<file path="src/hw/ser_pkg.sv">
// ser_pkg: constants and types shared by the status and event reporting block.
// assumes: one clock domain; all field positions use the documented bit weights.
package ser_pkg;
   // widths and depths
   localparam int SER_CODE_W   = 16;                // signed event code width
   localparam int SER_EQ_DEPTH = 10;                // error/event queue entries
   localparam int SER_OQ_DEPTH = 4;                 // output queue entries

   typedef logic signed [SER_CODE_W-1:0] ser_code_t;

   // host command set carried on the command port
   typedef enum logic [3:0] {
      SER_CMD_NONE,
      SER_CMD_SRE_WR,
      SER_CMD_SRE_Q,
      SER_CMD_ESE_WR,
      SER_CMD_ESE_Q,
      SER_CMD_ESR_Q,
      SER_CMD_STB_Q,
      SER_CMD_OPC,
      SER_CMD_ERR_Q
   } ser_cmd_t;

   // status byte field positions
   localparam int SER_STB_EQNE = 2;                 // error/event queue not empty
   localparam int SER_STB_MAV  = 4;                 // message available
   localparam int SER_STB_ESB  = 5;                 // event status summary
   localparam int SER_STB_MSS  = 6;                 // master summary / request service

   // standard event status field positions
   localparam int SER_ESR_OPC  = 0;                 // operation complete
   localparam int SER_ESR_QYE  = 2;                 // query error
   localparam int SER_ESR_EXE  = 4;                 // execution error
   localparam int SER_ESR_CME  = 5;                 // command error
   localparam int SER_ESR_PON  = 7;                 // power on

   // implemented bits of each register
   localparam logic [7:0] SER_SRE_MASK  = 8'h34;
   localparam logic [7:0] SER_ESE_MASK  = 8'hB5;
   localparam logic [7:0] SER_ESR_MASK  = 8'hB5;

   // values after reset
   localparam logic [7:0] SER_SRE_RESET = 8'h00;
   localparam logic [7:0] SER_ESE_RESET = 8'h00;
   localparam logic [7:0] SER_ESR_RESET = 8'h80;   // power on recorded

   // special codes
   localparam ser_code_t  SER_CODE_OVF    = -16'sd350; // queue overflow
   localparam ser_code_t  SER_CODE_NOERR  = 16'sd0;    // empty queue answer
endpackage

</file>
<file path="src/hw/ser_eq_if.sv">
// ser_eq_if: link between the reporting core and its error/event queue.
// assumes: both ends on clk_sys; push and pop are one-cycle strobes.
interface ser_eq_if;
   import ser_pkg::*;
   logic      push;                                 // enqueue strobe
   ser_code_t pushCode;                             // code to enqueue
   logic      pop;                                  // dequeue strobe
   ser_code_t headCode;                             // oldest entry
   logic      notEmpty;                             // queue holds entries
   logic      overflow;                             // pulse: push met full queue
   modport owner (output push, pushCode, pop, input headCode, notEmpty, overflow);
   modport queue (input push, pushCode, pop, output headCode, notEmpty, overflow);
endinterface

</file>
<file path="src/hw/ser_err_queue.sv">
// ser_err_queue: first-in first-out store of event codes, head at entry 0.
// assumes: synchronous active-low reset from the top; one push and one pop per cycle.
module ser_err_queue #(
   parameter int DEPTH = ser_pkg::SER_EQ_DEPTH      // entries held
) (
   input  wire logic clk_sys,                        // system clock
   input  wire logic rstN,                           // synchronised reset, active low
   ser_eq_if.queue   eq                              // queue side of the link
);
   import ser_pkg::*;
   localparam int CW = $clog2(DEPTH + 1);
   localparam logic [CW-1:0] DEPTH_C = CW'(DEPTH);
   localparam logic [CW-1:0] ONE_C   = CW'(1);

   logic      [CW-1:0] cnt_r;
   logic      [CW-1:0] cnt_nxt;
   ser_code_t          q_r   [DEPTH];
   ser_code_t          q_nxt [DEPTH];
   logic               ovf_r;

   // strobe qualification
   wire logic          isFull   = (cnt_r == DEPTH_C);
   wire logic          popOk    = eq.pop && (cnt_r != '0);
   wire logic          pushOk   = eq.push && (!isFull || popOk);
   wire logic          pushLost = eq.push && isFull && !popOk;
   wire logic [CW-1:0] wrIdx    = popOk ? cnt_r - ONE_C : cnt_r;

   assign cnt_nxt     = cnt_r + (pushOk ? ONE_C : '0) - (popOk ? ONE_C : '0);
   assign eq.headCode = q_r[0];
   assign eq.notEmpty = (cnt_r != '0);
   assign eq.overflow = ovf_r;

   // per-entry next value: write, shift on pop, or overflow marker in last slot
   genvar gi;
   generate
      for (gi = 0; gi < DEPTH; gi++) begin : g_ent
         wire ser_code_t shifted = (gi == DEPTH - 1) ? SER_CODE_NOERR : q_r[(gi + 1) % DEPTH];
         // [RQ17] fifo order kept
         // [RQ22] overflow replaces newest
         assign q_nxt[gi] = (pushOk && wrIdx == CW'(gi)) ? eq.pushCode :
                            (pushLost && gi == DEPTH - 1) ? SER_CODE_OVF :
                            popOk ? shifted : q_r[gi];
         always_ff @(posedge clk_sys) begin
            if (!rstN) q_r[gi] <= SER_CODE_NOERR;
            else       q_r[gi] <= q_nxt[gi];
         end
      end
   endgenerate

   // occupancy and overflow pulse
   always_ff @(posedge clk_sys) begin
      if (!rstN) begin
         cnt_r <= '0;
         ovf_r <= 1'b0;
      end else begin
         cnt_r <= cnt_nxt;
         ovf_r <= pushLost;
      end
   end
endmodule

</file>
<file path="src/hw/ser_top.sv">
// ser_top: status byte, service request, event status registers, output queue.
// assumes: host commands arrive as one-cycle strobes on clk_sys; event inputs come
// from logic on the same clock; arst_n may be asynchronous to clk_sys.
import ser_pkg::*;

// Overview of operation
// [RQ1] Keep service request enable mask; write by command, query returns its value.
// [RQ2] Enable bit 2 requests service when a message enters the error queue.
// [RQ3] Enable bit 4 requests service when a message enters the output queue.
// [RQ4] Enable bit 5 requests service when the event summary bit sets.
// [RQ5] Status bit 6 sets when any enabled status bit is set.
// [RQ6] Reading event status returns its value then clears all bits.
// [RQ7] Operation complete bit sets once pending work ends after the request.
// [RQ8] Query error bit sets when output queue data is lost.
// [RQ9] Execution error bit sets on a fault while executing.
// [RQ10] Command error bit sets on a fault while parsing.
// [RQ11] Power on bit records that the device was powered up.
// [RQ12] Keep event enable mask selecting events summarised in status bit 5.
// [RQ13] Enable bits 0,2,4,5,7 each pass the same event bit to status bit 5.
// [RQ14] Event enable query returns the mask value.
// [RQ15] Every query answer goes into the output queue for the host.
// [RQ16] Error query returns and removes the oldest queued event code.
// [RQ17] Error queue holds ten entries in first-in first-out order.
// [RQ18] Unused mask and event bits read zero and feed no summary.
// [RQ19] Status bits show queue not empty, message available, event summary.
// [RQ20] Message available sets when an answer is written to the output queue.
// [RQ21] An enabled set status bit raises master summary and service request.
// [RQ22] Queue overflow on either queue reports code -350.
module ser_top #(
   parameter int OQ_DEPTH = ser_pkg::SER_OQ_DEPTH    // output queue entries
) (
   input  wire  logic               clk_sys,         // system clock, 25 MHz
   input  wire  logic               arst_n,          // asynchronous reset, active low
   input  wire  logic               cmdValid,        // command strobe
   input  wire  ser_pkg::ser_cmd_t  cmdOp,           // command or query kind
   input  wire  logic [7:0]         cmdData,         // mask value for write commands
   input  wire  logic               opsIdle,         // no operation pending
   input  wire  logic               execErr,         // execution fault strobe
   input  wire  logic               cmdErr,          // parse fault strobe
   input  wire  ser_pkg::ser_code_t errCode,         // code queued with a fault
   input  wire  logic               respRead,        // host takes head answer
   output logic                     respValid,       // output queue not empty
   output ser_pkg::ser_code_t       respData,        // head answer
   output logic [7:0]               statusByte,      // status byte image
   output logic                     serviceRequest   // request service level
);
   import ser_pkg::*;
   localparam int OCW = $clog2(OQ_DEPTH + 1);
   localparam logic [OCW-1:0] OQ_FULL_C = OCW'(OQ_DEPTH);
   localparam logic [OCW-1:0] OQ_ONE_C  = OCW'(1);

   // command decode helper, used for every kind except SER_CMD_NONE
   function automatic logic cmdIs(input logic v, input ser_cmd_t op, input ser_cmd_t want);
      cmdIs = v && (op == want);
   endfunction

   logic [1:0]      rstPipe_r;
   logic            rstN;
   logic [7:0]      sre_r;
   logic [7:0]      ese_r;
   logic [7:0]      esr_r;
   logic [7:0]      esr_nxt;
   logic            opcPend_r;
   logic            ovfPend_r;
   logic [OCW-1:0]  oqCnt_r;
   logic [OCW-1:0]  oqCnt_nxt;
   ser_code_t       oq_r   [OQ_DEPTH];
   ser_code_t       oq_nxt [OQ_DEPTH];
   logic [7:0]      statusByte_r;
   logic            srq_r;
   logic            respValid_r;

   ser_eq_if eqLink ();

   // reset release through two flip-flops
   always_ff @(posedge clk_sys or negedge arst_n) begin
      if (!arst_n) rstPipe_r <= 2'b00;
      else         rstPipe_r <= {rstPipe_r[0], 1'b1};
   end
   assign rstN = rstPipe_r[1];

   // command decode
   wire logic isSreWr = cmdIs(cmdValid, cmdOp, SER_CMD_SRE_WR);
   wire logic isSreQ  = cmdIs(cmdValid, cmdOp, SER_CMD_SRE_Q);
   wire logic isEseWr = cmdIs(cmdValid, cmdOp, SER_CMD_ESE_WR);
   wire logic isEseQ  = cmdIs(cmdValid, cmdOp, SER_CMD_ESE_Q);
   wire logic isEsrQ  = cmdIs(cmdValid, cmdOp, SER_CMD_ESR_Q);
   wire logic isStbQ  = cmdIs(cmdValid, cmdOp, SER_CMD_STB_Q);
   wire logic isOpc   = cmdIs(cmdValid, cmdOp, SER_CMD_OPC);
   wire logic isErrQ  = cmdIs(cmdValid, cmdOp, SER_CMD_ERR_Q);
   wire logic isQuery = isSreQ || isEseQ || isEsrQ || isStbQ || isErrQ;

   // [RQ19] status byte fields
   // [RQ13] enabled event summary
   wire logic eqNotEmpty = eqLink.notEmpty;
   wire logic msgAvail   = (oqCnt_r != '0);
   wire logic evtSum     = |(esr_r & ese_r & SER_ESE_MASK);
   wire logic [7:0] stbLow = 8'((eqNotEmpty << SER_STB_EQNE) | (msgAvail << SER_STB_MAV)
                                | (evtSum << SER_STB_ESB));
   // [RQ5] master summary from enabled bits
   // [RQ2] [RQ3] [RQ4] mask gates each source
   wire logic       mss    = |(stbLow & sre_r & SER_SRE_MASK);
   wire logic [7:0] stbCur = stbLow | 8'(mss << SER_STB_MSS);

   // [RQ15] query answer selection
   // [RQ1] [RQ14] mask readback
   // [RQ16] oldest event code, zero when empty
   wire ser_code_t queryWord =
      isSreQ ? ser_code_t'({8'h00, sre_r}) :
      isEseQ ? ser_code_t'({8'h00, ese_r}) :
      isEsrQ ? ser_code_t'({8'h00, esr_r}) :
      isStbQ ? ser_code_t'({8'h00, stbCur}) :
      (eqNotEmpty ? eqLink.headCode : SER_CODE_NOERR);

   // output queue control; head sits in entry 0
   wire logic           oqPop   = respRead && msgAvail;
   wire logic           oqFull  = (oqCnt_r == OQ_FULL_C);
   wire logic           oqPush  = isQuery && (!oqFull || oqPop);
   wire logic           oqLost  = isQuery && oqFull && !oqPop;
   wire logic [OCW-1:0] oqWrIdx = oqPop ? oqCnt_r - OQ_ONE_C : oqCnt_r;
   assign oqCnt_nxt = oqCnt_r + (oqPush ? OQ_ONE_C : '0) - (oqPop ? OQ_ONE_C : '0);

   // [RQ15] [RQ20] output queue entries
   genvar gi;
   generate
      for (gi = 0; gi < OQ_DEPTH; gi++) begin : g_oq
         wire ser_code_t shifted = (gi == OQ_DEPTH - 1) ? SER_CODE_NOERR
                                                        : oq_r[(gi + 1) % OQ_DEPTH];
         assign oq_nxt[gi] = (oqPush && oqWrIdx == OCW'(gi)) ? queryWord :
                             oqPop ? shifted : oq_r[gi];
         always_ff @(posedge clk_sys) begin
            if (!rstN) oq_r[gi] <= SER_CODE_NOERR;
            else       oq_r[gi] <= oq_nxt[gi];
         end
      end
   endgenerate

   // error queue feed: a fault strobe has priority, a lost answer waits a cycle
   wire logic faultIn  = execErr || cmdErr;
   wire logic ovfPush  = ovfPend_r && !faultIn;
   // [RQ22] lost output reported as overflow code
   assign eqLink.push     = faultIn || ovfPush;
   assign eqLink.pushCode = faultIn ? errCode : SER_CODE_OVF;
   // [RQ16] error query removes the entry
   assign eqLink.pop      = isErrQ;

   // [RQ7] completion seen after the request
   wire logic opcHit = opcPend_r && opsIdle;

   // [RQ8] [RQ9] [RQ10] event bits to set this cycle
   wire logic [7:0] esrSet = 8'((opcHit << SER_ESR_OPC) | (oqLost << SER_ESR_QYE)
                                | (execErr << SER_ESR_EXE) | (cmdErr << SER_ESR_CME));
   // [RQ6] read clears, a new event in the same cycle survives
   // [RQ18] unused bits held at zero
   assign esr_nxt = ((isEsrQ ? 8'h00 : esr_r) | esrSet) & SER_ESR_MASK;

   // mask registers
   // [RQ1] [RQ12] [RQ18] host writes masks, unused bits dropped
   always_ff @(posedge clk_sys) begin
      if (!rstN) begin
         sre_r <= SER_SRE_RESET;
         ese_r <= SER_ESE_RESET;
      end else begin
         if (isSreWr) sre_r <= cmdData & SER_SRE_MASK;
         if (isEseWr) ese_r <= cmdData & SER_ESE_MASK;
      end
   end

   // [RQ11] power on recorded by the reset value
   always_ff @(posedge clk_sys) begin
      if (!rstN) esr_r <= SER_ESR_RESET;
      else       esr_r <= esr_nxt;
   end

   // pending flags: set wins over clear
   always_ff @(posedge clk_sys) begin
      if (!rstN) begin
         opcPend_r <= 1'b0;
         ovfPend_r <= 1'b0;
      end else begin
         opcPend_r <= isOpc || (opcPend_r && !opsIdle);
         ovfPend_r <= oqLost || (ovfPend_r && !ovfPush);
      end
   end

   // queue occupancy and registered outputs
   // [RQ21] service request follows master summary
   always_ff @(posedge clk_sys) begin
      if (!rstN) begin
         oqCnt_r      <= '0;
         statusByte_r <= 8'h00;
         srq_r        <= 1'b0;
         respValid_r  <= 1'b0;
      end else begin
         oqCnt_r      <= oqCnt_nxt;
         statusByte_r <= stbCur;
         srq_r        <= mss;
         respValid_r  <= (oqCnt_nxt != '0);
      end
   end

   assign respValid      = respValid_r;
   assign respData       = oq_r[0];
   assign statusByte     = statusByte_r;
   assign serviceRequest = srq_r;

   // [RQ17] ten-entry error/event queue
   ser_err_queue #(
      .DEPTH (SER_EQ_DEPTH)
   ) u_eq (
      .clk_sys (clk_sys),
      .rstN    (rstN),
      .eq      (eqLink.queue)
   );
endmodule

</file>
<file path="config.mk">
export PLATFORM = sky130hd
export DESIGN_NAME = ser_top
export DESIGN_NICKNAME = d
export VERILOG_FILES = /design/src/hw/ser_pkg.sv /design/src/hw/ser_eq_if.sv /design/src/hw/ser_err_queue.sv /design/src/hw/ser_top.sv
export SDC_FILE = /design/constraint.sdc
export NUM_CORES = 1
export LEC_CHECK = 0
export BUFFER_PORTS_ARGS = -buffer_cell sky130_fd_sc_hd__buf_2
export CORE_MARGIN = 1
export CORE_UTILIZATION = 55
export CTS_CLUSTER_SIZE = 24
export DETAILED_ROUTE_END_ITERATION = 6
export GPL_ROUTABILITY_DRIVEN = 0
export PLACE_DENSITY = 0.75
export SETUP_SLACK_MARGIN = 0.15
export SYNTH_ARGS = -nofsm -noshare
export SYNTH_HDL_FRONTEND = slang
export SYNTH_SLANG_ARGS = --single-unit
</file>
<file path="constraint.sdc">
create_clock -name clk_sys -period 3.4 [get_ports clk_sys]
set_input_delay 0.17 -clock clk_sys [delete_from_list [all_inputs] [get_ports clk_sys]]
set_output_delay 0.17 -clock clk_sys [all_outputs]
set_load 0.05 [all_outputs]
</file>
---- After elaboration in Yosys (flattened, before gate mapping) ----
Memories as Yosys holds them, arrays and structs flattened.
Index checks and enable logic that the tools add are counted.
storage, ports and cells
  output and inout port bits .............. 26
  memories kept ........................... 2
  register bits after elaboration ......... 37
  bits in writable memories ............... 224
  bits of input ports ..................... 35
  logic and storage cells ................. 181
operators by class
  mux-type cells .......................... 58
  reductions and logical operators ........ 58
  equality and inequality tests ........... 22
  $add $sub $neg .......................... 6
  bitwise gates (word level) .............. 23
memory list
  name      depth  width  rd ports  clocked after memory_dff  wr ports  line                 source
  u_eq.q_r  10     16     10        0                         10        ser_err_queue.sv:17  ser_code_t q_r [DEPTH];
  oq_r      4      16     4         0                         4         ser_top.sv:67        ser_code_t oq_r [OQ_DEPTH];
operators with widths
  kind                                                                   number
  16-bit two-way mux                                                     49
  1-bit logical AND                                                      34
  4-bit by 3-bit equality test with 1-bit output, second input constant  8
  4-bit by 2-bit equality test with 1-bit output, second input constant  4
  4-bit equality test, second input constant                             4
  1-bit OR                                                               14
  5-bit by 6-bit OR with 6-bit output                                    2
  1-bit logical OR                                                       10
  3-bit by 5-bit OR with 5-bit output                                    2
  8-bit bitwise AND                                                      1
  4-bit by 1-bit equality test with 1-bit output, second input constant  2
  8-bit two-way mux                                                      1
  8-bit by 6-bit OR with 8-bit output                                    1
  1-bit logical NOT                                                      7
  6-bit by 7-bit OR with 7-bit output                                    1
  6-bit bitwise AND                                                      1
  3-bit by 2-bit equality test with 1-bit output, second input constant  2
  1-bit two-way mux                                                      6
  3-bit nonzero test                                                     2
  5-bit OR reduction                                                     1
  4-bit adder                                                            1
  4-bit logical NOT                                                      1
  4-bit two-way mux                                                      1
  4-bit nonzero test                                                     1
  11 further kinds                                                       11

---- Logic depth before layout (Yosys ltp) ----
Gate-level depths: netlist (run 1).
  depth in word-level cells ............... 12
  depth in mapped cells ................... 15
  mapped depth without buffers ............ 13

---- Modules after synthesis ----
A second synthesis (run 1) with hierarchy kept.
unflattened totals
  cells, all modules ...................... 1621
  area, all modules ....................... 12360.6 µm²
modules (own cells, without submodules)
  module         times used  seq. area each (µm²)  area each (µm²)  cells each
  ser_err_queue  1           3303.2                7836.3           1094
  ser_top        1           1791.7                4524.3           527

---- Worst setup path after synthesis (run 1) ----
OpenSTA, ideal clock, no wires.
  path type ............................... register -> register
  start point ............................. register u_eq.cnt_r[1]
  end point ............................... memory u_eq.q_r[2][31] (netlist name)
  data required time ...................... 3.281 ns
  path buffers ............................ 3
  clock period less this slack ............ 3.206 ns
  data arrival time ....................... 3.087 ns
  stages on the path, launching flop included .. 14
  setup time .............................. 0.119 ns
  path slack .............................. 0.194 ns
  path through ............................ dfxtp_1 -> inv_1 -> ha_1 -> nand2_1 -> nand3_2 -> inv_2 -> buf_6 -> clkbuf_1 -> ha_1 -> nor2_1 -> o21a_1 -> clkbuf_1 -> nand2_1 -> o221a_1
RTL lines
  what                    line                 source
  from (decl)             ser_err_queue.sv:15  logic [CW-1:0] cnt_r;
  from (signal assigned)  ser_err_queue.sv:56  cnt_r <= cnt_nxt;
  to (decl)               ser_err_queue.sv:17

==> results of run 1 <==
-- what timing repair did --
| item | in CTS | in global routing |
|---|---|---|
| hold buffers | 16 | 0 |
| gates resized for setup | 0 | 1 |
| hold endpoints to repair | 20 | 0 |
| endpoints found under the setup margin | 0 | 1 |
-- report_power, final --
| part | switching (uW) | internal (uW) |
|---|---|---|
| clock | 1190 | 1740 |
| sequential | 307 | 3420 |
| combinational | 2350 | 1210 |
-- area by class of cell --
| type | count | area, um^2 |
|---|---|---|
| Clock buffer | 37 | 743 |
| Sequential cell | 253 | 5080 |
| Clock inverter | 8 | 119 |
| Fill cell | 1947 | 8560 |
| Multi-Input combinational cell | 1118 | 6970 |
| Inverter | 23 | 88.8 |
| Tap cell | 285 | 357 |
| Timing Repair Buffer | 101 | 728 |
-- cells in the mapped netlist, types with 24 or more instances --
cell | instances | area share
o221a_2 | 35 | 0.031
buf_2 | 37 | 0.015
mux2i_1 | 62 | 0.049
clkbuf_1 | 75 | 0.022
o21ai_0 | 24 | 0.0095
a21oi_1 | 35 | 0.014
dfxtp_1 | 251 | 0.40
nor2_1 | 45 | 0.013
nand3_1 | 40 | 0.016
nor3_1 | 39 | 0.015
o221a_1 | 103 | 0.091
nand2_1 | 509 | 0.15
-- worst paths after layout --
path	from	slack [ns]	to
worst max register to register	u_eq.cnt_r[2]	0.33	u_eq.q_r[4][11]
min in group asynchronous	arst_n	0.49	rstPipe_r[1]
max in group asynchronous	arst_n	2.77	rstPipe_r[1]
worst max-delay path	u_eq.cnt_r[2]	0.33	u_eq.q_r[4][11]
worst min register to register	rstPipe_r[0]	0.35	rstPipe_r[1]
worst min-delay path	errCode[15]	0.09	u_eq.q_r[4][31]
-- registers in the layout, indices dropped and copies added (netlist names), 2 cells and up --
name / flops
u_eq.q_r: 160
u_eq.cnt_r: 4
ese_r: 5
oqCnt_r: 3
rstPipe_r: 2
sre_r: 3
oq_r: 64
statusByte: 3
esr_r: 5
-- per-stage QoR --
stage | util | total power, uW | hold slack [ns]
floorplan | - | 6270 | -0.126
detailed placement | 0.577 | 7260 | -0.0434
finish | 0.622 | 10200 | 0.0884
global route | 0.622 | 10700 | 0.115
global placement | 0.577 | 7190 | -0.0443
CTS | 0.622 | 10200 | 0.0588
-- cells by family after synthesis --
logic type	Yosys count
compound gates	330
xor+xnor	4
fa+ha+maj	17
buf+inv	153
flops	253
mux	65
other cells	2
simple gates	697
-- worst max-delay path: stages (launching register included) --
cell	delay [ns]
dfxtp_1	0.35
inv_1	0.22
ha_1	0.21
nand2_1	0.12
nand3_4	0.13
inv_4	0.05
ha_1	0.30
inv_1	0.07
nor2_1	0.27
o21a_1	0.48
o21a_1	0.31
buf_4	0.28
o221a_2	0.22
-- metal layers --
layer  vias to the layer above  routed length [um]  global-route usage
li1                       5416                   -                   -
met2                       420               16200               0.475
met1                      5426               15300               0.396
met5                         -                   0                   0
met4                         0                1000               0.102
met3                        65                2470              0.0395
==> qor.csv, run 1 <==
metric,value,unit
status,completed,
ys_types,81,
grt_pass1_vias,10800,
worst-setup-path-type,reg -> reg,
ys_warn_count,0,
synth_compound_area_frac,0.242,
maxCapViolations,0,
clockBufferDepth,3,
layout_common_cells,"nand2_1, dfxtp_1, o221a_1",
holdCritPathClass,in -> reg,
hold_violations,0,
ys.flop_type,dfxtp_1,
synthSimpleGateAreaFrac,0.231,
synth_edf_count,0,
die_w,154,um
syn2layout_area_growth,10.9,%
drv_slew,0,
antenna_cells,0,
power_leakage,0.00595,uW
synthAdderAreaFrac,0.0179,
netlist_area,0.0127,mm^2
seq_area_frac_synth,0.399,
grt_remaining_overflow,0,
synth_top_family_by_area,compound AO/OA/AOI/OAI gates,
cp-end-kind,flip-flop,
syn_inst,1521,
io_pins,61,
dp.cells,1764,
viasPerCell,6.21,
period_minus_slack,3.07,ns
grt_max_degree,153,
dr_total_vias,11300,
dp_hpwl,21200,um
antenna_found_initial,0,
fin_tns_setup,0,ns
drive_above_1_share,0.132,
clk_pin_slew_worst_paths,0.06,ns
layout_setup_ws,0.334,ns
finClkSkew,0.00738,ns
numCtsBuffers,27,
clock_sinks,253,
place_ws,0.398,ns
avgRoutedWirePerCell,19.2,um
ys_async_sr_fraction,0.00791,
relSlewSlack,0.284,
cts_tree,built,
htreeDepth,1,
min_period_over_period,0.902,
clock_tree.root_cell,clkbuf_16,
syn_area_per_cell,8.35,um^2
rsz0062_at_grt,true,
synth_xor_area_frac,0.00276,
power.density,725,mW/mm^2
drt-pass1-iter-count,5,
insertion_delay,0.54,ns
yosys-mux-area-fraction,0.0515,
final_common_cell,nand2_1,
dieArea,0.0237,mm^2
design_area,0.0141,mm^2
nets,1576,
final_cells,1825,
grt_usage,0.292,
synth-seq-cells,253,
worstSetupStartpointType,flip-flop,
fp.dieH,154,um
postCtsSetupRepairBufs,0,
hold_depth,3,
fmax,326,MHz
route.detailed.drc,0,
drtIter0Drc,1003,
grt_pass1_wl,56400,um
antenna_left,0,
worst_pin_slew,1.07,ns
coreArea,0.0226,mm^2
floorplan.initialDensity,0.561,
place_area,0.0131,mm^2
arrival,3.55,ns
crit_required,3.88,ns
setup_viol,0,
cp_max_fo,13,
io_buffers,53,
rows,55,
wirelength,35000,um
reg2regPathDepth,12,
vdd_drop_max,0.000514,V
Note: power is estimated with default switching activity, not from simulation.
==> run 2, diff against run 1 <==
--- a/config.mk
+++ b/config.mk
@@ -6,12 +6,14 @@
 export NUM_CORES = 1
 export LEC_CHECK = 0
 export BUFFER_PORTS_ARGS = -buffer_cell sky130_fd_sc_hd__buf_2
+export CELL_PAD_IN_SITES_DETAIL_PLACEMENT = 1
+export CELL_PAD_IN_SITES_GLOBAL_PLACEMENT = 1
 export CORE_MARGIN = 1
-export CORE_UTILIZATION = 55
+export CORE_UTILIZATION = 42
 export CTS_CLUSTER_SIZE = 24
 export DETAILED_ROUTE_END_ITERATION = 6
 export GPL_ROUTABILITY_DRIVEN = 0
-export PLACE_DENSITY = 0.75
+export PLACE_DENSITY_LB_ADDON = 0.1
 export SETUP_SLACK_MARGIN = 0.15
 export SYNTH_ARGS = -nofsm -noshare
 export SYNTH_HDL_FRONTEND = slang
==> run 2 against run 1 <==
Die area increased by 31%. Worst hold slack worse by 0.0034 ns. Register-to-register slack about the same. Count of clock-buffer cells in the layout rose by 5. Clock skew shrank 0.00073 ns. Fmax grew 0.23%. Via count rose by 1.2%. Final cell count grew 6.7%. Critical path depth is 5 lower. Clock power rose by 24%. Setup slack improved by 0.0070 ns. Global-route usage fell by 2.4 points. Critical path type unchanged. Largest power group unchanged.
==> qor.csv, run 2 (same netlist as run 1, synthesis figures left out) <==
metric,value,unit,change
status,completed,,
coreArea,0.0297,mm^2,+31%
grt_max_degree,179,,+17%
vdd_drop_max,0.000399,V,-22%
route.detailed.drc,0,,unchanged
reg2regPathDepth,7,,-5
grt_pass1_vias,11800,,+9.1%
io_pins,61,,unchanged
avgRoutedWirePerCell,21.2,um,+11%
finClkSkew,0.00665,ns,-0.000731 ns
htreeDepth,1,,unchanged
floorplan.initialDensity,0.428,,-0.134
grt_remaining_overflow,0,,unchanged
wl_met1,19100,um,+25%
syn2layout_area_growth,14.5,%,
power.density,763,mW/mm^2,+5.2%
insertion_delay,0.56,ns,+0.02 ns
largest_register,u_eq.q_r,,
clock_tree.root_cell,clkbuf_16,,
dr_total_vias,11500,,+1.2%
design_area,0.0146,mm^2,+3.3%
crit_required,3.90,ns,+0.02 ns
min_period_over_period,0.900,,-0.00207
cts_tree,built,,
wirelength,41200,um,+18%
clk_pin_slew_worst_paths,0.06,ns,about the same
place_area,0.0132,mm^2,+1.2%
grt_pass1_wl,65800,um,+17%
worst_pin_slew,1.09,ns,+0.0106 ns
holdCritPathClass,in -> reg,,
largestRegisters,"u_eq.q_r: 160 flops, oq_r: 64 flops",,
rows,63,,+15%
hold_depth,3,,unchanged
layout_common_cells,"nand2_1, dfxtp_1, o221a_1",,
final_cells,1947,,+6.7%
cp_max_fo,16,,+3
grt_usage,0.268,,-0.0236
io_buffers,53,,unchanged
worst-setup-path-type,reg -> reg,,
final_common_cell,nand2_1,,
fmax,327,MHz,+0.23%
drtIter0Drc,633,,-37%
clock_sinks,253,,unchanged
antenna_found_initial,0,,unchanged
fill_cells,3478,,+79%
dr_wl_met3,1780,um,-28%
drive_above_1_share,0.145,,+0.0120
hold_violations,0,,unchanged
arrival,3.56,ns,about the same
fp.dieH,176,um,+14%
dp.cells,1870,,+6.0%
cp-end-kind,flip-flop,,
drt-pass1-iter-count,5,,unchanged
p_total,11100,uW,+8.7%
relSlewSlack,0.277,,-0.00707
worstSetupStartpointType,flip-flop,,
largest_register_ffs,160,,unchanged
maxCapViolations,0,,unchanged
drv_slew,0,,unchanged
rsz0062_at_grt,false,,
fin_tns_setup,0,ns,unchanged
die_w,176,um,+14%
numCtsBuffers,31,,+15%
period_minus_slack,3.06,ns,-0.00703 ns
viasPerCell,5.89,,-5.2%
antenna_cells,0,,unchanged
antenna_left,0,,unchanged
dieArea,0.0309,mm^2,+31%
setup_viol,0,,unchanged
clockBufferDepth,3,,unchanged
nets,1584,,+0.51%
top_layer_used,met4,,
power_leakage,0.00613,uW,+3.0%
met2_length,19300,um,+19%
dp_hpwl,24600,um,+16%
run 2: final timing paths:
path / start / to / slack (ns)
worst max-delay path: u_eq.cnt_r[1] / u_eq.q_r[2][3] / 0.34
worst min-delay path: errCode[13] / u_eq.q_r[4][29] / 0.09
worst max register to register: u_eq.cnt_r[1] / u_eq.q_r[2][3] / 0.34
worst min register to register: rstPipe_r[0] / rstPipe_r[1] / 0.35
max in group asynchronous: arst_n / rstPipe_r[1] / 2.77
min in group asynchronous: arst_n / rstPipe_r[1] / 0.49
run 2: area by class of cell:
type	count	area, um^2	area share
Timing Repair Buffer	105	796	0.0547
Inverter	23	88.8	0.00610
Sequential cell	253	5080	0.349
Clock buffer	42	897	0.0617
Clock inverter	16	234	0.0161
Tap cell	390	488	0.0335
Multi-Input combinational cell	1118	6970	0.479
run 2: power by group:
group          leakage [uW]  switching [uW]  internal [uW]  total [uW]
Clock              0.000568            1340           2290        3640
Sequential          0.00206             311           3420        3730
Combinational       0.00350            2490           1250        3730
run 2: timing repair:
action / CTS / global route
endpoints found under the hold margin: 20 / 0
gates resized for setup: 0 / 1
buffers inserted: 0 / 3
endpoints found under the setup margin: 0 / 37
hold buffers: 16 / 0
run 2: routing by layer:
layer / vias to the layer above / track usage
li1: 5456 / -
met1: 5670 / 0.368
met2: 267 / 0.447
met3: 67 / 0.0294
met4: 0 / 0.0670
met5: - / 0
run 2: critical path, cell delays in order, from the launching register on:
cell and delay (ns):
dfxtp_1 0.48, inv_1 0.18, ha_1 0.26, a21boi_1 0.17, o2111a_1 0.28, or3_1 0.58
a21oi_4 0.74, o221a_2 0.30
run 2: stage by stage:
step / setup slack (ns) / hold slack, ns / utilization
3_3_place_gp: 0.339 / -0.0451 / 0.445
6_report: 0.341 / 0.0850 / 0.490
5_1_grt: 0.157 / 0.0788 / 0.490
4_1_cts: 0.266 / 0.0611 / 0.488
2_1_floorplan: 0.194 / -0.126 / -
3_5_place_dp: 0.256 / -0.0448 / 0.445
